===== config.mk =====
export PLATFORM = sky130hd
export DESIGN_NAME = burst_detector_flat
export DESIGN_NICKNAME = d
export VERILOG_FILES = /design/src/hw/burst_pkg.sv /design/src/hw/burst_link_if.sv /design/src/hw/burst_detector.sv /design/src/hw/frame_gap_timer.sv /design/src/flat_wrapper.sv
export VERILOG_INCLUDE_DIRS = /design/src /design/src/hw
export SDC_FILE = /design/constraint.sdc
export NUM_CORES = 1
export LEC_CHECK = 0
export BUFFER_PORTS_ARGS = -buffer_cell sky130_fd_sc_hd__buf_2
export CORE_UTILIZATION = 50
export DETAILED_ROUTE_END_ITERATION = 10
export PLACE_DENSITY = 0.78
export SLEW_MARGIN = 20
export SYNTH_ARGS = -nofsm -noshare
export SYNTH_HDL_FRONTEND = slang
export SYNTH_SLANG_ARGS = --single-unit

===== constraint.sdc =====
create_clock -name pclk -period 3.2 [get_ports pclk]
set_clock_uncertainty 0.05 [all_clocks]
set_input_delay 0.32 -clock pclk [delete_from_list [all_inputs] [get_ports pclk]]
set_output_delay 0.32 -clock pclk [all_outputs]
set_load 0.03 [all_outputs]

===== src/hw/burst_map.svh =====
// constants for the burst preamble detector and its source end
// assumes inclusion by bare name from any design file
`ifndef BURST_MAP_SVH
`define BURST_MAP_SVH

// sync words and burst-info fields
`define SYNC_PA        16'hf872
`define SYNC_PB        16'h4e1f
`define TYPE_NULL      5'h00
`define TYPE_PAUSE     5'h03
`define PC_TYPE_LSB    0
`define PC_RSV_LSB     5
`define PC_ERR_BIT     7
`define PC_DEP_LSB     8
`define PC_NUM_LSB     13
`define PC_LEGAL_MASK  16'h1f9f

// timing counts, in frames or pclk cycles
`define GAP_FRAMES     4096
`define FRAME_DIV      833

// register byte offsets on apb
`define OFS_STATUS     12'h000
`define OFS_IRQ_STAT   12'h004
`define OFS_IRQ_MASK   12'h008
`define OFS_INFO_B0    12'h010
`define OFS_INFO_B1    12'h014
`define OFS_LEN_B0     12'h018
`define OFS_LEN_B1     12'h01c

// status word field positions
`define ST_DETECT      0
`define ST_UNLOCK      1
`define ST_TYPE_LSB    8
`define ST_NULL        13
`define ST_PAUSE       14
`define ST_RSV_TYPE    15
`define ST_ERR         16
`define ST_RSV_BITS    17
`define ST_DEP_LSB     18
`define ST_NUM_LSB     23

// interrupt bits, shared by status and mask
`define IRQ_FOUND      0
`define IRQ_LOST       1
`define IRQ_ERR        2
`define IRQ_RSV        3
`define IRQ_UNLOCK     4
`define IRQ_MASK_RST   5'h00

`endif


===== src/hw/burst_pkg.sv =====
// types shared by the burst preamble detector and its source end
// assumes nothing beyond a systemverilog compiler
package burst_pkg;

  typedef enum logic [1:0] {
    ST_HUNT,
    ST_SYNC2,
    ST_INFO,
    ST_LEN
  } hunt_state_t;

  typedef struct packed {
    hunt_state_t st;
    logic [15:0] info;
    logic [15:0] len;
    logic        detect;
    logic        found;
    logic        unlock_q;
    logic [4:0]  irq_stat;
    logic [4:0]  mask;
    logic        irq;
    logic        pready;
    logic        pslverr;
    logic [31:0] prdata;
  } dev_state_t;

  typedef struct packed {
    logic [15:0] div;
    logic [2:0]  idx;
    logic [15:0] info;
    logic [15:0] len;
    logic        rep;
    logic [12:0] rep_cnt;
    logic [12:0] period;
    logic        word_valid;
    logic [15:0] word;
    logic        sent;
  } src_state_t;

endpackage


===== src/hw/burst_link_if.sv =====
// link between the bitstream source and the preamble detector
// one aligned 16-bit word per frame, marked by a one-cycle strobe on pclk
interface burst_link_if;
  logic        word_valid;
  logic [15:0] word;

  modport src (output word_valid, output word);
  modport dev (input word_valid, input word);
endinterface


===== src/hw/burst_detector.sv =====
// device end: hunts burst preambles in the received word stream
// captures burst info and length, decodes the info fields and reports
// detection, loss of stream and unlock through apb registers and one irq.
// assumes link words arrive one per frame on a one-cycle strobe synchronous
// to pclk, and pll_unlock is a level synchronous to pclk.
//
// Contract
// - first sync word 0xf872 starts a preamble
// - second sync word 0x4e1f must follow
// - next words captured as info, length
// - info bits 0-4 decoded as data type
// - source repeats bursts per type interval
// - types 11-15, 27, 28 repeat intervals
// - info bits 5, 6 reserved zero
// - info bit 7 is the error flag
// - info bits 8-12 passed through uninterpreted
// - bitstream number bits 13-15 zero
// - 4096 frames without preamble ends stream
// - readable detect bit while stream present
// - info and length readable as bytes
// - unlock mask bit gates unlock interrupt
`include "burst_map.svh"

module burst_detector #(
  parameter int GAP_FRAMES = `GAP_FRAMES
) (
  // clock and reset
  input  wire logic        pclk,
  input  wire logic        presetn,
  // apb slave
  input  wire logic        psel,
  input  wire logic        penable,
  input  wire logic        pwrite,
  input  wire logic [11:0] paddr,
  input  wire logic [31:0] pwdata,
  output logic [31:0]      prdata,
  output logic             pready,
  output logic             pslverr,
  // receiver side
  input  wire logic        pll_unlock,
  output logic             detect,
  output logic             irq,
  // link
  burst_link_if.dev        link
);
  import burst_pkg::*;

  dev_state_t  s_reg;
  dev_state_t  s_next;
  logic        gap_expired;
  logic [4:0]  ev;
  logic [4:0]  w1c;
  logic        access;
  logic        commit;
  logic [31:0] rd;
  logic        rd_err;

  frame_gap_timer #(
    .GAP_FRAMES (GAP_FRAMES)
  ) u_gap (
    .pclk    (pclk),
    .presetn (presetn),
    .restart (s_reg.found),
    .frame   (link.word_valid),
    .expired (gap_expired)
  );

  function automatic logic type_reserved(input logic [4:0] t);
    case (t)
      5'h02, 5'h07, 5'h0a: type_reserved = 1'b1;
      default:             type_reserved = (t >= 5'h10 && t <= 5'h1a) || (t >= 5'h1d);
    endcase
  endfunction

  // live view of the last captured info word plus stream state
  function automatic logic [31:0] status_word(input dev_state_t s, input logic unl);
    logic [31:0] w;
    w                         = 32'h0000_0000;
    w[`ST_DETECT]             = s.detect;
    w[`ST_UNLOCK]             = unl;
    w[`ST_TYPE_LSB +: 5]      = s.info[`PC_TYPE_LSB +: 5];
    w[`ST_NULL]               = s.info[`PC_TYPE_LSB +: 5] == `TYPE_NULL;
    w[`ST_PAUSE]              = s.info[`PC_TYPE_LSB +: 5] == `TYPE_PAUSE;
    w[`ST_RSV_TYPE]           = type_reserved(s.info[`PC_TYPE_LSB +: 5]);
    w[`ST_ERR]                = s.info[`PC_ERR_BIT];
    w[`ST_RSV_BITS]           = |s.info[`PC_RSV_LSB +: 2];
    w[`ST_DEP_LSB +: 5]       = s.info[`PC_DEP_LSB +: 5];
    w[`ST_NUM_LSB +: 3]       = s.info[`PC_NUM_LSB +: 3];
    status_word = w;
  endfunction

  always_comb begin
    s_next       = s_reg;
    s_next.found = 1'b0;
    ev           = 5'h00;

    // preamble hunt, one aligned word per frame
    if (link.word_valid) begin
      case (s_reg.st)
        ST_HUNT: begin
          if (link.word == `SYNC_PA) begin
            s_next.st = ST_SYNC2;
          end
        end
        ST_SYNC2: begin
          if (link.word == `SYNC_PB) begin
            s_next.st = ST_INFO;
          end else if (link.word == `SYNC_PA) begin
            s_next.st = ST_SYNC2;
          end else begin
            s_next.st = ST_HUNT;
          end
        end
        ST_INFO: begin
          s_next.info = link.word;
          s_next.st   = ST_LEN;
        end
        ST_LEN: begin
          s_next.len    = link.word;
          s_next.st     = ST_HUNT;
          s_next.detect = 1'b1;
          s_next.found  = 1'b1;
          ev[`IRQ_FOUND] = 1'b1;
          ev[`IRQ_ERR]   = s_reg.info[`PC_ERR_BIT];
          // a burst that breaks the reserved encodings is flagged, not dropped
          ev[`IRQ_RSV]   = type_reserved(s_reg.info[`PC_TYPE_LSB +: 5])
                           || (|s_reg.info[`PC_RSV_LSB +: 2])
                           || (|s_reg.info[`PC_NUM_LSB +: 3]);
        end
        default: begin
          s_next.st = ST_HUNT;
        end
      endcase
    end

    // detect holds through a stopped stream until the gap runs out
    if (gap_expired && !s_next.found) begin
      s_next.detect = 1'b0;
      ev[`IRQ_LOST] = s_reg.detect;
    end

    s_next.unlock_q  = pll_unlock;
    ev[`IRQ_UNLOCK]  = pll_unlock && !s_reg.unlock_q;

    // apb: one wait state, then pready with data; writes land on that edge
    access = psel && penable;
    commit = access && s_reg.pready;
    rd     = 32'h0000_0000;
    rd_err = 1'b0;
    case (paddr)
      `OFS_STATUS:   rd = status_word(s_reg, pll_unlock);
      `OFS_IRQ_STAT: rd = {27'h0, s_reg.irq_stat};
      `OFS_IRQ_MASK: rd = {27'h0, s_reg.mask};
      `OFS_INFO_B0:  rd = {24'h0, s_reg.info[7:0]};
      `OFS_INFO_B1:  rd = {24'h0, s_reg.info[15:8]};
      `OFS_LEN_B0:   rd = {24'h0, s_reg.len[7:0]};
      `OFS_LEN_B1:   rd = {24'h0, s_reg.len[15:8]};
      default:       rd_err = 1'b1;
    endcase

    if (access && !s_reg.pready) begin
      s_next.pready  = 1'b1;
      s_next.pslverr = rd_err;
      s_next.prdata  = (pwrite || rd_err) ? 32'h0000_0000 : rd;
    end else begin
      s_next.pready  = 1'b0;
      s_next.pslverr = 1'b0;
      s_next.prdata  = 32'h0000_0000;
    end

    w1c = 5'h00;
    if (commit && pwrite && !s_reg.pslverr) begin
      if (paddr == `OFS_IRQ_STAT) begin
        w1c = pwdata[4:0];
      end
      if (paddr == `OFS_IRQ_MASK) begin
        s_next.mask = pwdata[4:0];
      end
    end
    // a new event beats a clear in the same cycle
    s_next.irq_stat = (s_reg.irq_stat & ~w1c) | ev;
    // mask bit one hides the source; unlock_irq0_mask is bit IRQ_UNLOCK
    s_next.irq      = |(s_next.irq_stat & ~s_next.mask);
  end

  always_ff @(posedge pclk or negedge presetn) begin
    if (!presetn) begin
      s_reg      <= '0;
      s_reg.mask <= `IRQ_MASK_RST;
    end else begin
      s_reg <= s_next;
    end
  end

  assign prdata  = s_reg.prdata;
  assign pready  = s_reg.pready;
  assign pslverr = s_reg.pslverr;
  assign detect  = s_reg.detect;
  assign irq     = s_reg.irq;
endmodule // burst_detector


===== src/hw/frame_gap_timer.sv =====
// counts frames since the last restart and pulses once when the gap runs out
// assumes frame is a one-cycle strobe synchronous to pclk
`include "burst_map.svh"

module frame_gap_timer #(
  parameter int GAP_FRAMES = `GAP_FRAMES
) (
  // clock and reset
  input  wire logic pclk,
  input  wire logic presetn,
  // control
  input  wire logic restart,
  input  wire logic frame,
  // result
  output logic      expired
);
  import burst_pkg::*;

  localparam int W = $clog2(GAP_FRAMES + 1);
  localparam logic [W-1:0] LAST = W'(GAP_FRAMES - 1);

  typedef struct packed {
    logic [W-1:0] cnt;
    logic         run;
    logic         expired;
  } gap_state_t;

  gap_state_t s_reg;
  gap_state_t s_next;

  always_comb begin
    s_next         = s_reg;
    s_next.expired = 1'b0;
    if (restart) begin
      s_next.cnt = '0;
      s_next.run = 1'b1;
    end else if (s_reg.run && frame) begin
      if (s_reg.cnt == LAST) begin
        s_next.expired = 1'b1;
        s_next.run     = 1'b0;
      end else begin
        s_next.cnt = s_reg.cnt + 1'b1;
      end
    end
  end

  always_ff @(posedge pclk or negedge presetn) begin
    if (!presetn) begin
      s_reg <= '0;
    end else begin
      s_reg <= s_next;
    end
  end

  assign expired = s_reg.expired;
endmodule // frame_gap_timer


===== src/flat_wrapper.sv =====
// flat-port wrapper written by rule: the top's interface ports become plain ports
module burst_detector_flat import burst_pkg::*;
#(
  parameter int GAP_FRAMES = `GAP_FRAMES
)
  (pclk, presetn, psel, penable, pwrite, paddr, pwdata, prdata, pready, pslverr, pll_unlock, detect, irq, link_word_valid, link_word);
  burst_link_if link_i ();
  input  wire logic pclk;
  input  wire logic presetn;
  input  wire logic psel;
  input  wire logic penable;
  input  wire logic pwrite;
  input  wire logic [11:0] paddr;
  input  wire logic [31:0] pwdata;
  output logic [31:0] prdata;
  output logic pready;
  output logic pslverr;
  input  wire logic pll_unlock;
  output logic detect;
  output logic irq;
  input wire logic [$bits(link_i.word_valid)-1:0] link_word_valid;
  input wire logic [$bits(link_i.word)-1:0] link_word;
  assign link_i.word_valid = link_word_valid;
  assign link_i.word = link_word;
  burst_detector #(.GAP_FRAMES(GAP_FRAMES)) u_core (.pclk(pclk), .presetn(presetn), .psel(psel), .penable(penable), .pwrite(pwrite), .paddr(paddr), .pwdata(pwdata), .prdata(prdata), .pready(pready), .pslverr(pslverr), .pll_unlock(pll_unlock), .detect(detect), .irq(irq), .link(link_i));
endmodule

==> results of run 1 <==
## per-stage QoR
stage | setup slack, ns | instance area [µm²]
global placement | 0.415 | 4490
floorplan | 0.535 | 4280
finish | 0.762 | 4700
CTS | 0.767 | 4700
global route | 0.693 | 4700
detailed placement | 0.401 | 4490
## worst max-delay path, cell delays in order
cell and delay [ns]:
buf_2 0.09, or4_1 0.59, or4_4 0.48, or4_4 0.62
mux2_4 0.33, o21bai_1 0.15, nand4_1 0.09
## routing by layer
layer | wire length (µm) | vias up | GRT usage (%)
li1 | - | 1438 | -
met5 | 0 | - | 0
met4 | 170 | 0 | 9.10
met1 | 3880 | 1480 | 28.3
met3 | 598 | 16 | 4.03
met2 | 4260 | 138 | 35.4
## power by group through the flow
stage	combinational [W]	clock, W	sequential [W]
after global routing	0.000229	0.000876	0.00124
after global placement	0.000190	0	0.00125
after floorplan	0.000118	0	0.00125
final	0.000199	0.000815	0.00124
after detailed placement	0.000197	0	0.00126
after CTS	0.000201	0.000825	0.00124
## final cells by class
class / count / area [µm²] / share of cell area (%)
Clock buffer: 10 / 138 / 2.93
Clock inverter: 6 / 71.3 / 1.52
Inverter: 4 / 15.0 / 0.319
Multi-Input combinational cell: 267 / 1700 / 36.1
Sequential cell: 91 / 2280 / 48.4
Tap cell: 105 / 131 / 2.79
Timing Repair Buffer: 72 / 374 / 7.95
## cells in the final DEF, fill, tap and decap left out, types with 4 or more instances in the layout
master    count
dfrtp_1      91
nand2_1      69
buf_2        68
nor2_1       32
mux2_2       22
and2_1       15
nand3_1      13
clkbuf_8     10
o21ai_0       9
nor3_1        8
xor2_1        8
nor2b_1       7
a22oi_1       7
and3_1        7
conb_1        6
mux4_2        5
inv_1         4
nand4_1       4
nand2b_1      4
a21oi_1       4
## worst paths after layout
| check | from | to | slack (ns) | cells after the start |
|---|---|---|---|---|
| worst max-delay path | paddr[9] | u_core.irq | 0.76 | 7 |
| worst min-delay path | presetn | u_core.prdata[18] | -0.04 | 1 |
| worst max register to register | u_core.pready | u_core.prdata[13] | 1.09 | 5 |
| worst min register to register | u_core.u_gap.expired | u_core.detect | 0.41 | 1 |
| max in group asynchronous | presetn | u_core.u_gap.s_reg[11] | 2.60 | 1 |
| min in group pclk | pll_unlock | u_core.s_reg[45] | 0.07 | 1 |
## logic make-up (layout without fill, tap and decap cells)
| group | after synthesis | in the layout |
|---|---|---|
| multiplexers | 32 | 32 |
| flip-flops | 91 | 91 |
| buffers and inverters | 48 | 92 |
| adder cells (fa/ha/maj) | 1 | 1 |
| AND/OR/NAND/NOR | 178 | 178 |
| AO/OA/AOI/OAI | 40 | 40 |
| XOR/XNOR | 10 | 10 |
| other | 1 | 6 |
==> impl_metrics.yaml, run 1 <==
logic_synthesis:
  synth-seq-area-share_pct: 53.4
  synth_edf_count: 0
  synth_top_area_share_pct: 53.4
  yosysUniqueCellTypes: 48
  synth_area_leader_cell: "dfrtp_1"
  synth_area_leaders: "dfrtp_1 (53%), nand2_1 (6.1%), mux2_2 (5.8%), buf_4 (5.6%), nor2_1 (2.8%)"
  synthXorXnorAreaFrac_pct: 2.05
  synth_commonest_cells: "dfrtp_1 (91), nand2_1 (69), buf_4 (32), nor2_1 (32), mux2_2 (22)"
  synth_area_per_cell_um2: 10.6
  synthMuxAreaShare_pct: 9.86
  synth_top_family_by_area: "simple AND/OR/NAND/NOR gates"
  synth_cells: 401
  synth.cell_area_um2: 4260
  synth_adder_area_share_pct: 0.294
  yosys_most_used_dff: "dfrtp_1"
  synth_compound_area_share_pct: 6.55
  yosysWarnings: 0
  synth-async-reset-ratio_pct: 100
  ys_seq_elements: 91
  yosysMostFrequentCell: "dfrtp_1"
  synthSimpleGateAreaFrac_pct: 20.5
job:
  maxCapViolations: 0
setup_path:
  cp-end-kind: "flop"
  cp-start-kind: "input pin"
  arrival_ns: 2.68
  cp.required_ns: 3.44
  crit_fanout: 7
  path_class: "input pin to flop"
detailed_routing:
  drt_iter0_markers: 222
  vias: 3072
  avgRoutedWirePerCell_um: 16.1
  dr.pass1.iters: 4
  drc: 0
  routed_wirelength_um: 8910
  antenna_left: 0
  vias_per_cell: 5.54
outcome:
  violations: "negative hold slack"
  outcome: "complete, but fails checks"
floorplanning:
  die_w_um: 94.3
  rows: 33
  core_um2: 8220
  die_h_um: 94.3
  fp.dieArea_um2: 8900
  ioPinCount: 103
  start_util_pct: 51.9
timing:
  period_minus_slack_ns: 2.44
  fin_tns_setup_ns: 0
  max_slew_margin_pct: 43.5
  final-max-slew-violation-count: 0
  rsz0062_at_grt: "no"
  post-route-period-util_pct: 76.2
  hold_violations: 48
  tightest_slew_ns: 0.845
  fmax_ghz: 0.410
  fin_hold_ws_ns: -0.0380
  setup_viol: 0
layout:
  fin_cells: 555
  utilization_pct: 57.2
  layout.nets: 513
  drive_gt1_share_pct: 26.9
  area_growth_pct: 10.3
  antenna_cells: 0
  n_fill_cell: 676
  largest_reg_flops: 45
clock_tree:
  post_cts_buffers: 0
  cts_root_buf: "clkbuf_8"
  clockBufferDepth: 2
  clk_latency_ns: 0.36
  clock-sinks: 91
  cts_resized: 0
  cts_tree: "yes"
  holdBufCountCts: 0
  numCtsBuffers: 9
  path_clk_slew_ns: 0.09
  h-tree-depth: 3
worst_hold_path:
  worst_hold_path_type: "input pin to asynchronous set/reset pin"
power_and_ir_drop:
  p_clk_share_pct: 36.2
  ir_drop_mv: 0.336
  switching_share_pct: 26.3
  power.internal_w: 0.00166
  comb_power_share_pct: 8.8
  seqPwrFrac_pct: 54.9
  cellLeakagePower_nw: 2.39
  p_total_w: 0.00225
  p_per_area_nw_per_um2: 478
  power.net_switching_w: 0.000592
placed_design:
  gp_congestion: 0.853
  dp_cells: 539
  port_buffers: 69
  hpwlAfterDp_um: 6300
grt:
  antenna_found_initial: 0
  grt_max_degree: 92
  grtUsageTotal_pct: 21.6
  grt_pass1_vias: 3060
  grt_overflow: 0
  grt_pass1_wl_um: 14600
No activity file was read; power rests on OpenSTA's default activity.
==> run 2, diff against run 1 <==
ABC_AREA = 1   (was unset)
CORE_UTILIZATION = 49   (was 50)
PLACE_DENSITY = 0.79   (was 0.78)
clock period = 2.2 ns   (was 3.2 ns; I/O delays follow)
==> run 2 against run 1 <==
- the flow now finishes without violations
- sequential share of layout area fell by 3.4 points
- power rose by 43%
- cell area rose by 7.5%
==> impl_metrics.yaml, run 2 <==
outcome:
  outcome: "finished, final reports clean"
setup_path:
  crit_path_top_delay_cell: "dfrtp_1"
  path_class: "flop to flop"
  arrival_ns: 1.99
  cp.required_ns: 2.40
  cp_slowest_stage_delay_ns: 0.40
  crit_fanout: 10
  cp-end-kind: "flop"
  cp-start-kind: "flop"
  path_cells: "ha_1, nand3_2, nor2_2, nand2_1, nor2_2, nand2_2, nand2_2, nand2_4, nand3_1, o21ai_0"
clock_tree:
  cts_resized: 0
  h-tree-depth: 3
  numCtsBuffers: 9
  cts_tree: "yes"
  clockBufferDepth: 2
  clock-sinks: 91
  path_clk_slew_ns: 0.10
  clk_latency_ns: 0.37
  post_cts_buffers: 0
  cts_root_buf: "clkbuf_8"
power_and_ir_drop:
  p_clk_share_pct: 35.0
  seqPwrFrac_pct: 55.5
  cellLeakagePower_nw: 2.52
  p_per_area_nw_per_um2: 634
  power.internal_w: 0.00229
  ir_drop_mv: 0.535
  switching_share_pct: 28.6
  power.net_switching_w: 0.000916
  comb_power_share_pct: 9.5
logic_synthesis:
  synth.cell_area_um2: 4580
  synth_area_leader_cell: "dfrtp_1"
  yosysMostFrequentCell: "nand2_1"
  synth-seq-area-share_pct: 49.7
  synth_commonest_cells: "nand2_1 (112), dfrtp_1 (91), inv_1 (63)"
  yosys_most_used_dff: "dfrtp_1"
  synth_area_leaders: "dfrtp_1 (50%), nand2_1 (9.2%), nand3_1 (6.8%), buf_4 (5.7%), o21ai_0 (5.4%)"
  synth_edf_count: 0
  synth_top_area_share_pct: 49.7
  ys_seq_elements: 91
  synth_cells: 548
  yosysWarnings: 0
  synth_area_per_cell_um2: 8.36
  yosysUniqueCellTypes: 40
  synth-async-reset-ratio_pct: 100
grt:
  antenna_found_initial: 0
  grt_overflow: 0
  grtUsageTotal_pct: 21.5
  grt_pass1_wl_um: 16500
  grt_max_degree: 43
  grt_pass1_vias: 3689
layout:
  largest_reg_flops: 45
  final_cell_mix: "nand2_1 (112), dfrtp_1 (91), buf_2 (68)"
  antenna_cells: 0
  area_growth_pct: 10.4
  drive_gt1_share_pct: 21.6
  n_fill_cell: 799
  multiInputGateArea_um2: 1750
  design_area_um2: 5060
  final_common_cell: "nand2_1"
  layout.nets: 665
  layout.area.seq_um2: 2280
detailed_routing:
  antenna_left: 0
  vias_per_cell: 5.26
  vias: 3738
  dr.pass1.iters: 6
  avgRoutedWirePerCell_um: 13.7
  routed_wirelength_um: 9710
  drc: 0
  drt_iter0_markers: 345
floorplanning:
  ioPinCount: 103
  fp.dieArea_um2: 9740
  start_util_pct: 51.5
  die_h_um: 98.7
  die_w_um: 98.7
  core_um2: 8890
  rows: 34
timing:
  rsz0062_at_grt: "no"
  post-route-period-util_pct: 81.6
  setup_viol: 0
  final-max-slew-violation-count: 0
  hold_violations: 0
  max_slew_margin_pct: 65.9
  fin_tns_setup_ns: 0
  tightest_slew_ns: 0.510
  fmax_ghz: 0.557
  period_minus_slack_ns: 1.80
placed_design:
  hpwlAfterDp_um: 7300
  port_buffers: 69
  gp_congestion: 0.857
  dpl_cell_area_um2: 4840
job:
  maxCapViolations: 0
worst_hold_path:
  worst_hold_path_type: "input pin to flop"
-- run 2: metrics by stage --
stage	util [%]	setup WS, ns	std cells	power (W)	hold WS [ns]
6_report	56.9	0.404	710	0.00321	0.0616
5_1_grt	56.9	0.210	710	0.00334	0.0645
4_1_cts	56.9	0.404	710	0.00324	0.0548
3_5_place_dp	54.4	0.396	692	0.00212	0.158
3_3_place_gp	54.4	0.459	692	0.00210	0.157
2_1_floorplan	-	0.626	553	0.00199	-0.126
-- run 2: power groups by stage --
stage                     Sequential, W  Combinational [W]  Clock (W)
after floorplan                 0.00181           0.000185          0
after global placement          0.00181           0.000291          0
after detailed placement        0.00181           0.000304          0
after CTS                       0.00178           0.000308    0.00115
after global routing            0.00179           0.000343    0.00121
final                           0.00178           0.000304    0.00112
-- run 2: cell type report --
cell class	count	share of cell area, %
multi-input cells	350	34.7
repair buffers	80	8.86
well taps	108	2.67
clock inverters	7	1.51
inverters	65	4.82
clock buffers	9	2.45
flip-flops and latches	91	45.0
-- run 2: repair_timing --
| action | CTS | global route |
|---|---|---|
| endpoints found under the setup margin | 0 | 0 |
| hold buffers | 2 | 0 |
| endpoints found under the hold margin | 34 | 0 |
-- run 2: kinds of logic after synthesis --
group,count (synthesis),synth area share [%]
other,1,0.0818
flip-flops,91,49.7
AND/OR/NAND/NOR,272,28.9
buffers and inverters,112,12.5
adder cells (fa/ha/maj),1,0.273
AO/OA/AOI/OAI,69,8.25
XOR/XNOR,2,0.382
-- run 2: critical path: cells and delay by family (launching register included) --
family,cells,cell delay (ns)
fa+ha+maj,1,0.22
compound gates,1,0.07
flops,1,0.40
simple gates,8,0.94
-- run 2: path summary, 6_finish.rpt --
check / startpoint / endpoint / slack [ns] / depth (start not counted)
worst max-delay path: u_core.u_gap.s_reg[2] / u_core.u_gap.s_reg[11] / 0.40 / 10
worst min-delay path: penable / u_core.pready / 0.06 / 3
worst max register to register: u_core.u_gap.s_reg[2] / u_core.u_gap.s_reg[11] / 0.40 / 10
worst min register to register: u_core.u_gap.expired / u_core.detect / 0.43 / 1
max in group asynchronous: presetn / u_core.s_reg[75] / 1.21 / 3
min in group asynchronous: presetn / u_core.s_reg[74] / 0.28 / 2
-- run 2: routing by layer --
metal | track usage [%] | wire length [µm] | part of all wire, %
met1 | 25.7 | 4030 | 41
met2 | 38.9 | 4950 | 51
met3 | 5.18 | 595 | 6.1
met4 | 5.28 | 136 | 1.4
met5 | 0 | 0 | 0
